===== config.mk =====
export PLATFORM = sky130hd
export DESIGN_NAME = ufc_flow_ctrl
export DESIGN_NICKNAME = d
export VERILOG_FILES = /design/src/verilog/ufc_pkg.sv /design/src/verilog/ufc_char_match.sv /design/src/verilog/ufc_flow_sender.sv /design/src/verilog/ufc_flow_ctrl.sv
export SDC_FILE = /design/constraint.sdc
export NUM_CORES = 1
export LEC_CHECK = 0
export BUFFER_PORTS_ARGS = -buffer_cell sky130_fd_sc_hd__buf_2
export CORE_MARGIN = 10
export CORE_UTILIZATION = 55
export CTS_CLUSTER_DIAMETER = 50
export DETAILED_ROUTE_END_ITERATION = 16
export PLACE_DENSITY = 0.76
export SLEW_MARGIN = 30
export SYNTH_ARGS = -nofsm -noshare
export SYNTH_HDL_FRONTEND = slang
export SYNTH_SLANG_ARGS = --single-unit

===== constraint.sdc =====
create_clock -name ref_clk -period 3.1 [get_ports ref_clk]
set_clock_uncertainty 0.2 [all_clocks]
set_input_delay 0.775 -clock ref_clk [delete_from_list [all_inputs] [get_ports ref_clk]]
set_output_delay 0.775 -clock ref_clk [all_outputs]
set_load 0.02 [all_outputs]

===== src/verilog/ufc_pkg.sv =====
// constants for the uart flow-control and special-character block
package ufc_pkg;

    // ------------------------------------------------------------
    // register offsets
    // ------------------------------------------------------------
    localparam logic [7:0] UFC_ADDR_FLOW_LEVELS  = 8'h0f;
    localparam logic [7:0] UFC_ADDR_RX_COUNT     = 8'h12;
    localparam logic [7:0] UFC_ADDR_FLOW_CONFIG  = 8'h13;
    localparam logic [7:0] UFC_ADDR_RESUME_FIRST = 8'h14;
    localparam logic [7:0] UFC_ADDR_RESUME_SECND = 8'h15;
    localparam logic [7:0] UFC_ADDR_HALT_FIRST   = 8'h16;
    localparam logic [7:0] UFC_ADDR_HALT_SECOND  = 8'h17;

    // ------------------------------------------------------------
    // reset values
    // ------------------------------------------------------------
    localparam logic [7:0] UFC_RST_REG = 8'h00;
    localparam logic [7:0] UFC_RST_RD  = 8'h00;

    // ------------------------------------------------------------
    // flow_control_config fields
    // ------------------------------------------------------------
    localparam int UFC_TX_SEL_HI   = 7;
    localparam int UFC_TX_SEL_LO   = 6;
    localparam int UFC_RX_SEL_HI   = 5;
    localparam int UFC_RX_SEL_LO   = 4;
    localparam int UFC_SW_EN_BIT   = 3;
    localparam int UFC_GPIO_AD_BIT = 2;
    localparam int UFC_ACTS_BIT    = 1;
    localparam int UFC_ARTS_BIT    = 0;

    // pair selection codes
    localparam logic [1:0] UFC_SEL_NONE   = 2'h0;
    localparam logic [1:0] UFC_SEL_SECOND = 2'h1;
    localparam logic [1:0] UFC_SEL_FIRST  = 2'h2;
    localparam logic [1:0] UFC_SEL_DOUBLE = 2'h3;

    // match vector layout: [0] resume1 [1] resume2 [2] halt1 [3] halt2
    localparam logic [3:0] UFC_MASK_FIRST  = 4'h5;
    localparam logic [3:0] UFC_MASK_SECOND = 4'ha;
    localparam logic [3:0] UFC_MASK_HALT   = 4'hc;
    localparam logic [3:0] UFC_MASK_RESUME = 4'h3;

    // threshold granularity shift (level = 8 x field)
    localparam int UFC_LEVEL_SHIFT = 3;

    // threshold level in words from a four-bit field
    function automatic logic [7:0] ufc_level(input logic [3:0] field);
        return {1'b0, field, 3'h0};
    endfunction

endpackage


===== src/verilog/ufc_char_match.sv =====
// compares one received character with the four programmed characters
`timescale 1ns/100ps
module ufc_char_match
    import ufc_pkg::*;
(
    input  wire logic [7:0] rx_char,
    input  wire logic [7:0] resume_char_first,
    input  wire logic [7:0] resume_char_second,
    input  wire logic [7:0] halt_char_first,
    input  wire logic [7:0] halt_char_second,
    input  wire logic       gpio_address_enable,
    input  wire logic [3:0] gpio_level,
    output logic      [3:0] match
);

    logic [7:0] halt_second_eff;

    // ------------------------------------------------------------
    // compare
    // ------------------------------------------------------------
    always_comb begin
        halt_second_eff = halt_char_second;
        if (gpio_address_enable) begin
            halt_second_eff = {halt_char_second[7:4], gpio_level};
        end
        match[0] = (rx_char == resume_char_first);
        match[1] = (rx_char == resume_char_second);
        match[2] = (rx_char == halt_char_first);
        match[3] = (rx_char == halt_second_eff);
    end

endmodule // ufc_char_match


===== src/verilog/ufc_flow_sender.sv =====
// hands one or two flow-control characters to the transmitter
`timescale 1ns/100ps
module ufc_flow_sender
    import ufc_pkg::*;
(
    input  wire logic       ref_clk,
    input  wire logic       reset_n,
    input  wire logic       ce,
    input  wire logic       send_halt,
    input  wire logic       send_resume,
    input  wire logic [1:0] pair_sel,
    input  wire logic [7:0] resume_char_first,
    input  wire logic [7:0] resume_char_second,
    input  wire logic [7:0] halt_char_first,
    input  wire logic [7:0] halt_char_second,
    input  wire logic       tx_flow_ack,
    output logic            flow_req_q,
    output logic      [7:0] flow_char_q,
    output logic            busy_q
);

    typedef enum logic [1:0] {
        UFC_SND_IDLE   = 2'b00,
        UFC_SND_FIRST  = 2'b01,
        UFC_SND_SECOND = 2'b10
    } ufc_snd_state_t;

    typedef struct packed {
        ufc_snd_state_t state;
        logic           halt;
        logic           dbl;
        logic           req;
        logic [7:0]     chr;
    } ufc_snd_t;

    ufc_snd_t q;
    ufc_snd_t d;

    // ------------------------------------------------------------
    // sequencer
    // ------------------------------------------------------------
    always_comb begin
        d = q;
        case (q.state)
            UFC_SND_IDLE: begin
                if (send_halt || send_resume) begin
                    d.halt  = send_halt;
                    d.dbl   = (pair_sel == UFC_SEL_DOUBLE);
                    d.req   = 1'b1;
                    d.state = UFC_SND_FIRST;

                    if (pair_sel == UFC_SEL_SECOND) begin
                        d.chr = send_halt ? halt_char_second : resume_char_second;
                    end else begin
                        d.chr = send_halt ? halt_char_first : resume_char_first;
                    end
                end
            end
            UFC_SND_FIRST: begin
                if (tx_flow_ack) begin
                    if (q.dbl) begin
                        d.chr   = q.halt ? halt_char_second : resume_char_second;
                        d.state = UFC_SND_SECOND;
                    end else begin
                        d.req   = 1'b0;
                        d.state = UFC_SND_IDLE;
                    end
                end
            end
            UFC_SND_SECOND: begin
                if (tx_flow_ack) begin
                    d.req   = 1'b0;
                    d.state = UFC_SND_IDLE;
                end
            end
            default: begin
                d.req   = 1'b0;
                d.state = UFC_SND_IDLE;
            end
        endcase
    end

    always_ff @(posedge ref_clk or negedge reset_n) begin
        if (!reset_n) begin
            q <= '0;
        end else if (ce) begin
            q <= d;
        end
    end

    assign flow_req_q  = q.req;
    assign flow_char_q = q.chr;
    assign busy_q      = (q.state != UFC_SND_IDLE);

endmodule // ufc_flow_sender


===== src/verilog/ufc_flow_ctrl.sv =====
// flow-control and special-character top for one uart channel
// Function
// receive fill count register is read-only, eight-bit word count of the receive fifo
// transmit select bits pick first pair, second pair, all four, or none to send
// receive select bits pick which received characters are compared and flagged
// with receive software flow active, matching resume/halt characters are not stored
// software flow enable bit turns on automatic software flow control
// special detect without software flow enable flags characters, no transmit gating
// special detect plus software flow: first pair flows, second pair is special
// gpio address bit makes halt-second low nibble come from the gpio inputs
// stored halt-second low nibble is ignored then but still reads back as stored
// auto clear-to-send pauses and resumes the transmitter by the cts level
// every cts level change raises the cts change flag event
// software disables the transmitter before enabling auto clear-to-send
// auto request-to-send drives rts from fill count at halt and resume levels
// single mode uses each resume char; double mode sends first low, second high
// special detect without flow control makes resume registers special characters; the code also flags halt characters, chosen by the receive select bits
// halt and resume levels are eight times the four-bit field, 0 to 120
// double mode halt sequence is first halt low byte, second halt high byte
// each received character matching a special character raises an event and is stored
`timescale 1ns/100ps
module ufc_flow_ctrl
    import ufc_pkg::*;
(
    input  wire logic       ref_clk,
    input  wire logic       reset_n,
    input  wire logic       ce,
    input  wire logic       reg_wr,
    input  wire logic       reg_rd,
    input  wire logic [7:0] reg_addr,
    input  wire logic [7:0] reg_wdata,
    output logic      [7:0] reg_rdata_q,
    input  wire logic       special_detect_enable,
    input  wire logic [7:0] rx_fifo_count,
    input  wire logic       rx_char_valid,
    input  wire logic [7:0] rx_char,
    output logic            rx_fifo_wr_q,
    output logic      [7:0] rx_fifo_data_q,
    output logic            special_char_event_q,
    output logic      [3:0] special_match_q,
    input  wire logic       cts_n,
    input  wire logic [3:0] gpio_in,
    output logic            cts_change_flag_q,
    output logic            rts_n_q,
    output logic            tx_data_allow_q,
    output logic            flow_req_q,
    output logic      [7:0] flow_char_q,
    input  wire logic       tx_flow_ack
);

    // ------------------------------------------------------------
    // state
    // ------------------------------------------------------------
    typedef struct packed {
        logic [7:0] levels;
        logic [7:0] cfg;
        logic [7:0] resume1;
        logic [7:0] resume2;
        logic [7:0] halt1;
        logic [7:0] halt2;
        logic [7:0] rdata;
        logic       cts_s1;
        logic       cts_s2;
        logic       cts_prev;
        logic [3:0] gpio_s1;
        logic [3:0] gpio_s2;
        logic       cts_evt;
        logic       rts_n;
        logic       tx_allow;
        logic       rx_halted;
        logic       halt_sent;
        logic       send_halt;
        logic       send_resume;
        logic       fifo_wr;
        logic [7:0] fifo_data;
        logic       spec_evt;
        logic [3:0] spec_match;
    } ufc_top_t;

    ufc_top_t q;
    ufc_top_t d;

    logic [3:0] match;
    logic       sender_busy;
    logic [1:0] tx_sel;
    logic [1:0] rx_sel;
    logic       sw_en;
    logic       auto_cts;
    logic       auto_rts;
    logic [3:0] sel_mask;
    logic [3:0] flow_mask;
    logic [3:0] spec_mask;
    logic [3:0] flow_hit;
    logic [7:0] halt_level;
    logic [7:0] resume_level;
    logic       above_halt;
    logic       below_resume;

    // ------------------------------------------------------------
    // submodules
    // ------------------------------------------------------------
    ufc_char_match u_match (
        .rx_char             (rx_char),
        .resume_char_first   (q.resume1),
        .resume_char_second  (q.resume2),
        .halt_char_first     (q.halt1),
        .halt_char_second    (q.halt2),
        .gpio_address_enable (q.cfg[UFC_GPIO_AD_BIT]),
        .gpio_level          (q.gpio_s2),
        .match               (match)
    );

    ufc_flow_sender u_sender (
        .ref_clk            (ref_clk),
        .reset_n            (reset_n),
        .ce                 (ce),
        .send_halt          (q.send_halt),
        .send_resume        (q.send_resume),
        .pair_sel           (tx_sel),
        .resume_char_first  (q.resume1),
        .resume_char_second (q.resume2),
        .halt_char_first    (q.halt1),
        .halt_char_second   (q.halt2),
        .tx_flow_ack        (tx_flow_ack),
        .flow_req_q         (flow_req_q),
        .flow_char_q        (flow_char_q),
        .busy_q             (sender_busy)
    );

    // ------------------------------------------------------------
    // mode decode
    // ------------------------------------------------------------
    always_comb begin
        sw_en    = q.cfg[UFC_SW_EN_BIT];
        auto_cts = q.cfg[UFC_ACTS_BIT];
        auto_rts = q.cfg[UFC_ARTS_BIT];
        rx_sel   = q.cfg[UFC_RX_SEL_HI:UFC_RX_SEL_LO];
        tx_sel   = UFC_SEL_NONE;
        if (sw_en) begin
            tx_sel = q.cfg[UFC_TX_SEL_HI:UFC_TX_SEL_LO];
            if (special_detect_enable) begin
                tx_sel = UFC_SEL_FIRST;
            end
        end
        sel_mask = (rx_sel[1] ? UFC_MASK_FIRST : 4'h0)
                 | (rx_sel[0] ? UFC_MASK_SECOND : 4'h0);
        flow_mask = 4'h0;
        spec_mask = 4'h0;
        if (sw_en) begin
            flow_mask = special_detect_enable ? (sel_mask & UFC_MASK_FIRST) : sel_mask;
        end
        if (special_detect_enable) begin
            spec_mask = sw_en ? UFC_MASK_SECOND : sel_mask;
        end
        flow_hit     = match & flow_mask;
        halt_level   = ufc_level(q.levels[3:0]);
        resume_level = ufc_level(q.levels[7:4]);
        above_halt   = (rx_fifo_count >= halt_level);
        below_resume = (rx_fifo_count <= resume_level);
    end

    // ------------------------------------------------------------
    // next state
    // ------------------------------------------------------------
    always_comb begin
        d = q;

        // pin synchronisers
        d.cts_s1  = cts_n;
        d.cts_s2  = q.cts_s1;
        d.gpio_s1 = gpio_in;
        d.gpio_s2 = q.gpio_s1;

        // register writes
        if (reg_wr) begin
            case (reg_addr)
                UFC_ADDR_FLOW_LEVELS:  d.levels  = reg_wdata;
                UFC_ADDR_FLOW_CONFIG:  d.cfg     = reg_wdata;
                UFC_ADDR_RESUME_FIRST: d.resume1 = reg_wdata;
                UFC_ADDR_RESUME_SECND: d.resume2 = reg_wdata;
                UFC_ADDR_HALT_FIRST:   d.halt1   = reg_wdata;
                UFC_ADDR_HALT_SECOND:  d.halt2   = reg_wdata;
                default: begin
                end
            endcase
        end

        // register reads, one cycle latency
        if (reg_rd) begin
            case (reg_addr)
                UFC_ADDR_FLOW_LEVELS:  d.rdata = q.levels;
                UFC_ADDR_RX_COUNT:     d.rdata = rx_fifo_count;
                UFC_ADDR_FLOW_CONFIG:  d.rdata = q.cfg;
                UFC_ADDR_RESUME_FIRST: d.rdata = q.resume1;
                UFC_ADDR_RESUME_SECND: d.rdata = q.resume2;
                UFC_ADDR_HALT_FIRST:   d.rdata = q.halt1;
                UFC_ADDR_HALT_SECOND:  d.rdata = q.halt2;
                default:               d.rdata = UFC_RST_RD;
            endcase
        end

        // cts change event
        d.cts_prev = q.cts_s2;
        d.cts_evt  = (q.cts_s2 != q.cts_prev);

        // receive path
        d.fifo_wr  = 1'b0;
        d.spec_evt = 1'b0;
        if (rx_char_valid) begin
            d.fifo_wr    = ~|flow_hit;
            d.fifo_data  = rx_char;
            d.spec_match = match & spec_mask;
            d.spec_evt   = |(match & spec_mask);
            if (|(flow_hit & UFC_MASK_HALT)) begin
                d.rx_halted = 1'b1;
            end else if (|(flow_hit & UFC_MASK_RESUME)) begin
                d.rx_halted = 1'b0;
            end
        end
        if (!sw_en) begin
            d.rx_halted = 1'b0;
        end

        // transmit gating
        d.tx_allow = !q.rx_halted && !(auto_cts && q.cts_s2);

        // hardware rts from fill level
        if (!auto_rts) begin
            d.rts_n = 1'b1;
        end else if (above_halt) begin
            d.rts_n = 1'b1;
        end else if (below_resume) begin
            d.rts_n = 1'b0;
        end

        // software halt / resume generation
        d.send_halt   = 1'b0;
        d.send_resume = 1'b0;
        if (tx_sel == UFC_SEL_NONE) begin
            d.halt_sent = 1'b0;
        end else if (!sender_busy && !q.send_halt && !q.send_resume) begin
            if (above_halt && !q.halt_sent) begin
                d.send_halt = 1'b1;
                d.halt_sent = 1'b1;
            end else if (below_resume && q.halt_sent) begin
                d.send_resume = 1'b1;
                d.halt_sent   = 1'b0;
            end
        end
    end

    // ------------------------------------------------------------
    // registers
    // ------------------------------------------------------------
    always_ff @(posedge ref_clk or negedge reset_n) begin
        if (!reset_n) begin
            q          <= '0;
            q.cts_s1   <= 1'b1;
            q.cts_s2   <= 1'b1;
            q.cts_prev <= 1'b1;
            q.rts_n    <= 1'b1;
        end else if (ce) begin
            q <= d;
        end
    end

    // ------------------------------------------------------------
    // outputs
    // ------------------------------------------------------------
    assign reg_rdata_q          = q.rdata;
    assign rx_fifo_wr_q         = q.fifo_wr;
    assign rx_fifo_data_q       = q.fifo_data;
    assign special_char_event_q = q.spec_evt;
    assign special_match_q      = q.spec_match;
    assign cts_change_flag_q    = q.cts_evt;
    assign rts_n_q              = q.rts_n;
    assign tx_data_allow_q      = q.tx_allow;

endmodule // ufc_flow_ctrl


==> metrics.txt, run 1 <==
outcome finished clean; #FFs+latches synth 101; Overflow after GRT 0; starting density of the core 0.560; row count 37; critical path data required time 3170 ps; first-pass GRT wire length 24500 um; post-CTS setup buffers 0; drt total wl 15300 um; routing usage on met2 0.331; Die ar. 14900 sq um; Post-Syn Area between 5000 and 6000 sq um; final hold vios 0; layout cells sized above 1 0.318; first-pass detailed-route iteration total 5; leakage power ~0.0028 uW; DP Worst Slack 386 ps; Seq/Total Area, Yosys 0.442; Final Cell Area 6290 sq um; final antenna-violating net count 0; Synth area leaders dfrtp_1, mux2_2, mux2i_1; syn avg cell area 10.9 sq um; maximum clock frequency ~420 MHz; drt wl/cell approximately 21 um; area share of the leading cell type in the synthesized netlist 0.423; hold crit path type input port to asynchronous set/reset pin; P per Cell Area 471 nW/um^2; synth unique cells 57; CTS H-tree lvls 3; fillers 847; Placement Cell Area 6090 sq um; TritonCTS clock tree done; Tightest Pin Transition 678 ps; Slew Viols, Final 0; Die Span Y 122 um; Critical Path Source Type input port; Clk pwr share 0.297; crit path kind input port to flop; diode count 0; largest net degree at the start of global routing between 50 and 60; layout net count roughly 630; CTS max path bufs 2; GRT Total Usage 0.209; Clk Latency, worst-skew pair 380 ps; cts repair resizes 0; P_sw around 900 uW; Syn Inst Count 527; GR Layer Usage met3 0.0467; Critical Path AT between 2000 and 2500 ps; internal power 2070 uW; initial drt markers 377; vias per inst a little over 6; most used routing layer met2; cts hold-fix bufs 0; drc violations 0; hpwl dp 11800 um; switching portion of total power 0.300; most frequent cell after synthesis dfrtp_1; Std-Cell Core Area 10200 sq um; min Tclk post-route around 2400 ps; initial antenna violation count 0; count of flip-flops with a built-in enable after synthesis 0; combinational share of power 0.185; Synth top cells by count dfrtp_1, mux2_2, mux2i_1, nand2_1, o21ai_0; io pins 79; max_cap viols 0; met1 GRT Util 0.273; post-synth top area cell dfrtp_1; RSZ-0062 raised after global routing no; most common flop cell mapped by yosys dfrtp_1; endpoint type of the worst setup path flop; worst setup margin 727 ps; maximum VDD drop 0.000242 V; clk sink count 101; area grow syn2layout 9.78%; CTS Root Cell clkbuf_8; YS warnings 0; Worst Path Max Fanout 9; share of total power in sequential cells 0.518; Final setup viols 0; CTS Buf Count 9; Placer Congestion 0.961; number of global-route vias before repair 4408; vias 4402; clock slew at reported path FFs 100 ps; setup tns final 0 ps; Die X 122 um; Slew HR 0.544; syn nets 580; Final period util 0.765; FFs w/ async S/R, synth 1.00; utilization of the core after routing 0.615; PortBufs 78
[registers in the layout, indices dropped and copies added, names as in the netlist, 4 cells and up]
name                  cells
q                        51
rx_fifo_data_q            8
special_match_q           4
d                         6
u_sender.q                4
reg_rdata_q               8
halt_level                4
u_sender.flow_char_q      8
[power groups by stage]
stage	clock [uW]	sequential, uW	combinational, uW
after floorplan	0	1540	439
after global placement	0	1550	539
after detailed placement	0	1560	552
after CTS	893	1530	553
after global routing	943	1550	596
final	880	1530	548
[per-layer routing]
layer / vias to the layer above / share of wire / wire length (um)
met5: - / 0 / 0
met4: 0 / 0.020 / 309
met3: 29 / 0.088 / 1340
met2: 194 / 0.47 / 7190
met1: 2204 / 0.42 / 6460
li1: 1975 / - / -
[critical path, cell delays in order]
cell and delay [ps]:
buf_2 100, nor3_1 380, nand4b_1 220, nor2_2 560, mux2_2 400
[final timing paths]
kind / start / endpoint / slack [ps] / cells after the start
worst max-delay path: reg_addr[5] / auto_rts / 730 / 5
worst min-delay path: reset_n / q[84] / 210 / 1
worst max register to register: q[75] / u_sender.flow_char_q[6] / 790 / 6
worst min register to register: special_match_q[0] / special_match_q[0] / 280 / 2
max in group asynchronous: reset_n / special_match_q[3] / 1810 / 2
min in group ref_clk: special_match_q[0] / special_match_q[0] / 280 / 2
[kinds of logic after synthesis]
kind of cell    synth area share
simple gates               0.101
flops                      0.442
xor+xnor                  0.0504
mux                        0.199
compound gates             0.122
fa+ha+maj                 0.0175
buf+inv                   0.0679
[area by class of cell]
cell class	count	area, sq um	area share
clock inverter	6	71.3	0.0113
inverter	18	67.6	0.0107
multi-input combinational	355	2830	0.449
clock buffer	10	138	0.0219
tap	136	170	0.0270
sequential	101	2530	0.402
timing repair buffer	89	488	0.0775
[cell usage in the layout, fill, tap and decap left out, types with 2 or more instances in the layout]
cell type	n
a32o_1	3
buf_4	11
a211oi_1	8
xor2_1	8
a22o_1	9
nand2b_1	5
nand4_1	6
o21ai_1	3
nand2_1	36
nor2_1	18
clkbuf_8	10
mux2_2	64
o22a_1	16
nand3b_1	2
o21ai_0	32
nor3_2	4
mux2i_1	42
buf_2	77
nor3_1	5
inv_1	17
a21oi_1	7
o31ai_1	2
dfstp_2	4
nor4_1	5
clkinvlp_4	2
nand3_1	6
xnor2_1	25
o2bb2ai_1	2
clkinv_4	2
nor3b_1	2
ha_1	8
o21bai_1	2
nor2b_1	5
o22ai_1	8
a31oi_1	2
dfrtp_1	97
[metrics by stage]
| stage | instances | hold WS (ps) | power (uW) |
|---|---|---|---|
| 2_1_floorplan | 527 | 247 | 1980 |
| 6_report | 715 | 211 | 2960 |
| 3_5_place_dp | 699 | 258 | 2110 |
| 3_3_place_gp | 699 | 254 | 2090 |
| 4_1_cts | 715 | 231 | 2980 |
| 5_1_grt | 715 | 255 | 3090 |
No activity file was read; power rests on OpenSTA's default activity.
==> run 2, diff against run 1 <==
clock period = 2.4 ns   (was 3.1 ns; I/O delays follow)
==> run 2 against run 1 <==
Net effect: worst hold slack better by 31 ps; count of clock-buffer cells in the layout up 1; routed wire length up 3.1%; global-route usage up 0.72 points; largest cell class unchanged; largest power group unchanged.
==> metrics.txt, run 2 (synthesis results as in run 1) <==
outcome finished clean; cts repair resizes 0 (unchanged); internal power 2700 uW (+30%); first-pass GRT wire length 24900 um (+1.7%); most frequent cells in the layout dfrtp_1, buf_2, mux2_2; Clk Latency, worst-skew pair 390 ps (about the same); P_sw 1150 uW (+29%); Critical Path AT 2250 ps (-200 ps); utilization of the core after routing 0.633 (+0.0179); layout cells sized above 1 0.337 (+0.0194); Slew HR 0.557 (+0.0126); vias per inst 5.93 (-3.6%); Std-Cell Core Area 10200 sq um (unchanged); Largest Register q; final hold slack 242 ps (+31.4 ps); hold crit path type input port to flop; Multi-input gate area 2840 sq um (+0.27%); initial drt markers 356 (-5.6%); Tightest Pin Transition 664 ps (-14.1 ps); row count 37 (unchanged); largest net degree at the start of global routing 33 (-35%); leakage power 0.00290 uW (+3.9%); hpwl dp 12100 um (+2.6%); Critical Path Source Type flop; DP Worst Slack -55.4 ps (-442 ps); Final period util 0.904; maximum clock frequency 461 MHz; register area 2530 sq um (unchanged); Final setup viols 0 (unchanged); GRT Total Usage 0.216 (+0.00719); fillers 835 (-1.4%); endpoint type of the worst setup path flop; share of total power in sequential cells 0.515 (-0.003); RSZ-0062 raised after global routing no; clk sink count 101 (unchanged); final hold vios 0 (unchanged); switching portion of total power 0.299 (-0.00102); crit path kind flop to flop; Slew Viols, Final 0 (unchanged); maximum VDD drop 0.000449 V (+86%); drt total wl 15800 um (+3.1%); first-pass detailed-route iteration total 5 (unchanged); drc violations 0 (unchanged); Final Cell Area 6480 sq um (+2.9%); area grow syn2layout 13.0%; Die X 122 um (unchanged); max reg flops 51 (unchanged); clock slew at reported path FFs 100 ps (about the same); vias 4360 (-0.95%); Die ar. 14900 sq um (unchanged); initial antenna violation count 0 (unchanged); max_cap viols 0 (unchanged); CTS Buf Count 9 (unchanged); starting density of the core 0.560 (unchanged); CTS H-tree lvls 3 (unchanged); layout net count 647 (+3.2%); io pins 79 (unchanged); TritonCTS clock tree done; critical path data required time 2480 ps (-690 ps); diode count 0 (unchanged); P per Cell Area 594 nW/um^2 (+26%); post-CTS setup buffers 0 (unchanged); Overflow after GRT 0 (unchanged); worst setup margin 231 ps (-496 ps); Placer Congestion 0.934 (-2.8%); PortBufs 78 (unchanged); combinational share of power 0.190 (+0.005); Clk pwr share 0.295 (-0.002); most common cell after layout, fill and taps aside dfrtp_1; cts hold-fix bufs 1 (+1); min Tclk post-route 2170 ps; Die Span Y 122 um (unchanged); final antenna-violating net count 0 (unchanged); CTS max path bufs 2 (unchanged); CTS Root Cell clkbuf_8; Worst Path Max Fanout 3 (-6); drt wl/cell 21.5 um (+0.25%); number of global-route vias before repair 4484 (+1.7%); Placement Cell Area 6260 sq um (+2.9%)
==> run 2: final cells by class <==
class | count | area share
sequential | 101 | 0.391
tap | 136 | 0.0263
timing repair buffer | 109 | 0.103
multi-input combinational | 355 | 0.438
clock buffer | 11 | 0.0218
inverter | 18 | 0.0104
clock inverter | 5 | 0.0100
==> run 2: routing by layer <==
metal / vias up / share of wire / wire length [um] / track usage
met2: 132 / 0.50 / 7880 / 0.352
met5: - / 0 / 0 / 0
met1: 2205 / 0.43 / 6780 / 0.279
li1: 2002 / - / - / -
met3: 21 / 0.055 / 872 / 0.0555
met4: 0 / 0.016 / 246 / 0.0611
==> run 2: critical path: stages (launching register included) <==
cell and delay, ps:
dfrtp_1 380, inv_1 60, ha_1 290, nand3_1 110, or4_1 470, a21oi_1 300
a31oi_1 130, o21a_1 120
==> run 2: power groups by stage <==
| stage | logic [uW] | clock network [uW] | registers, uW |
|---|---|---|---|
| final | 732 | 1130 | 1980 |
| after global routing | 795 | 1230 | 2000 |
| after CTS | 742 | 1170 | 1980 |
| after floorplan | 569 | 0 | 1990 |
| after detailed placement | 740 | 0 | 2020 |
| after global placement | 720 | 0 | 2010 |
==> run 2: through the flow <==
| step | total power (uW) | TNS (ps) | std cells |
|---|---|---|---|
| after floorplan | 2560 | -84.9 | 527 |
| after global placement | 2730 | 0 | 718 |
| after detailed placement | 2750 | -413 | 718 |
| after CTS | 3890 | 0 | 735 |
| after global routing | 4030 | 0 | 735 |
| final | 3850 | 0 | 735 |
==> run 2: worst paths after layout <==
path / startpoint / end / slack [ps] / cells past startpoint
setup / recovery: q[86] / q[16] / 230 / 7
hold / removal: gpio_in[3] / d[24] / 240 / 2
setup reg to reg: q[86] / q[16] / 230 / 7
hold reg to reg: special_match_q[0] / special_match_q[0] / 280 / 2
max in group asynchronous: reset_n / q[29] / 890 / 3
min in group asynchronous: reset_n / q[52] / 460 / 2
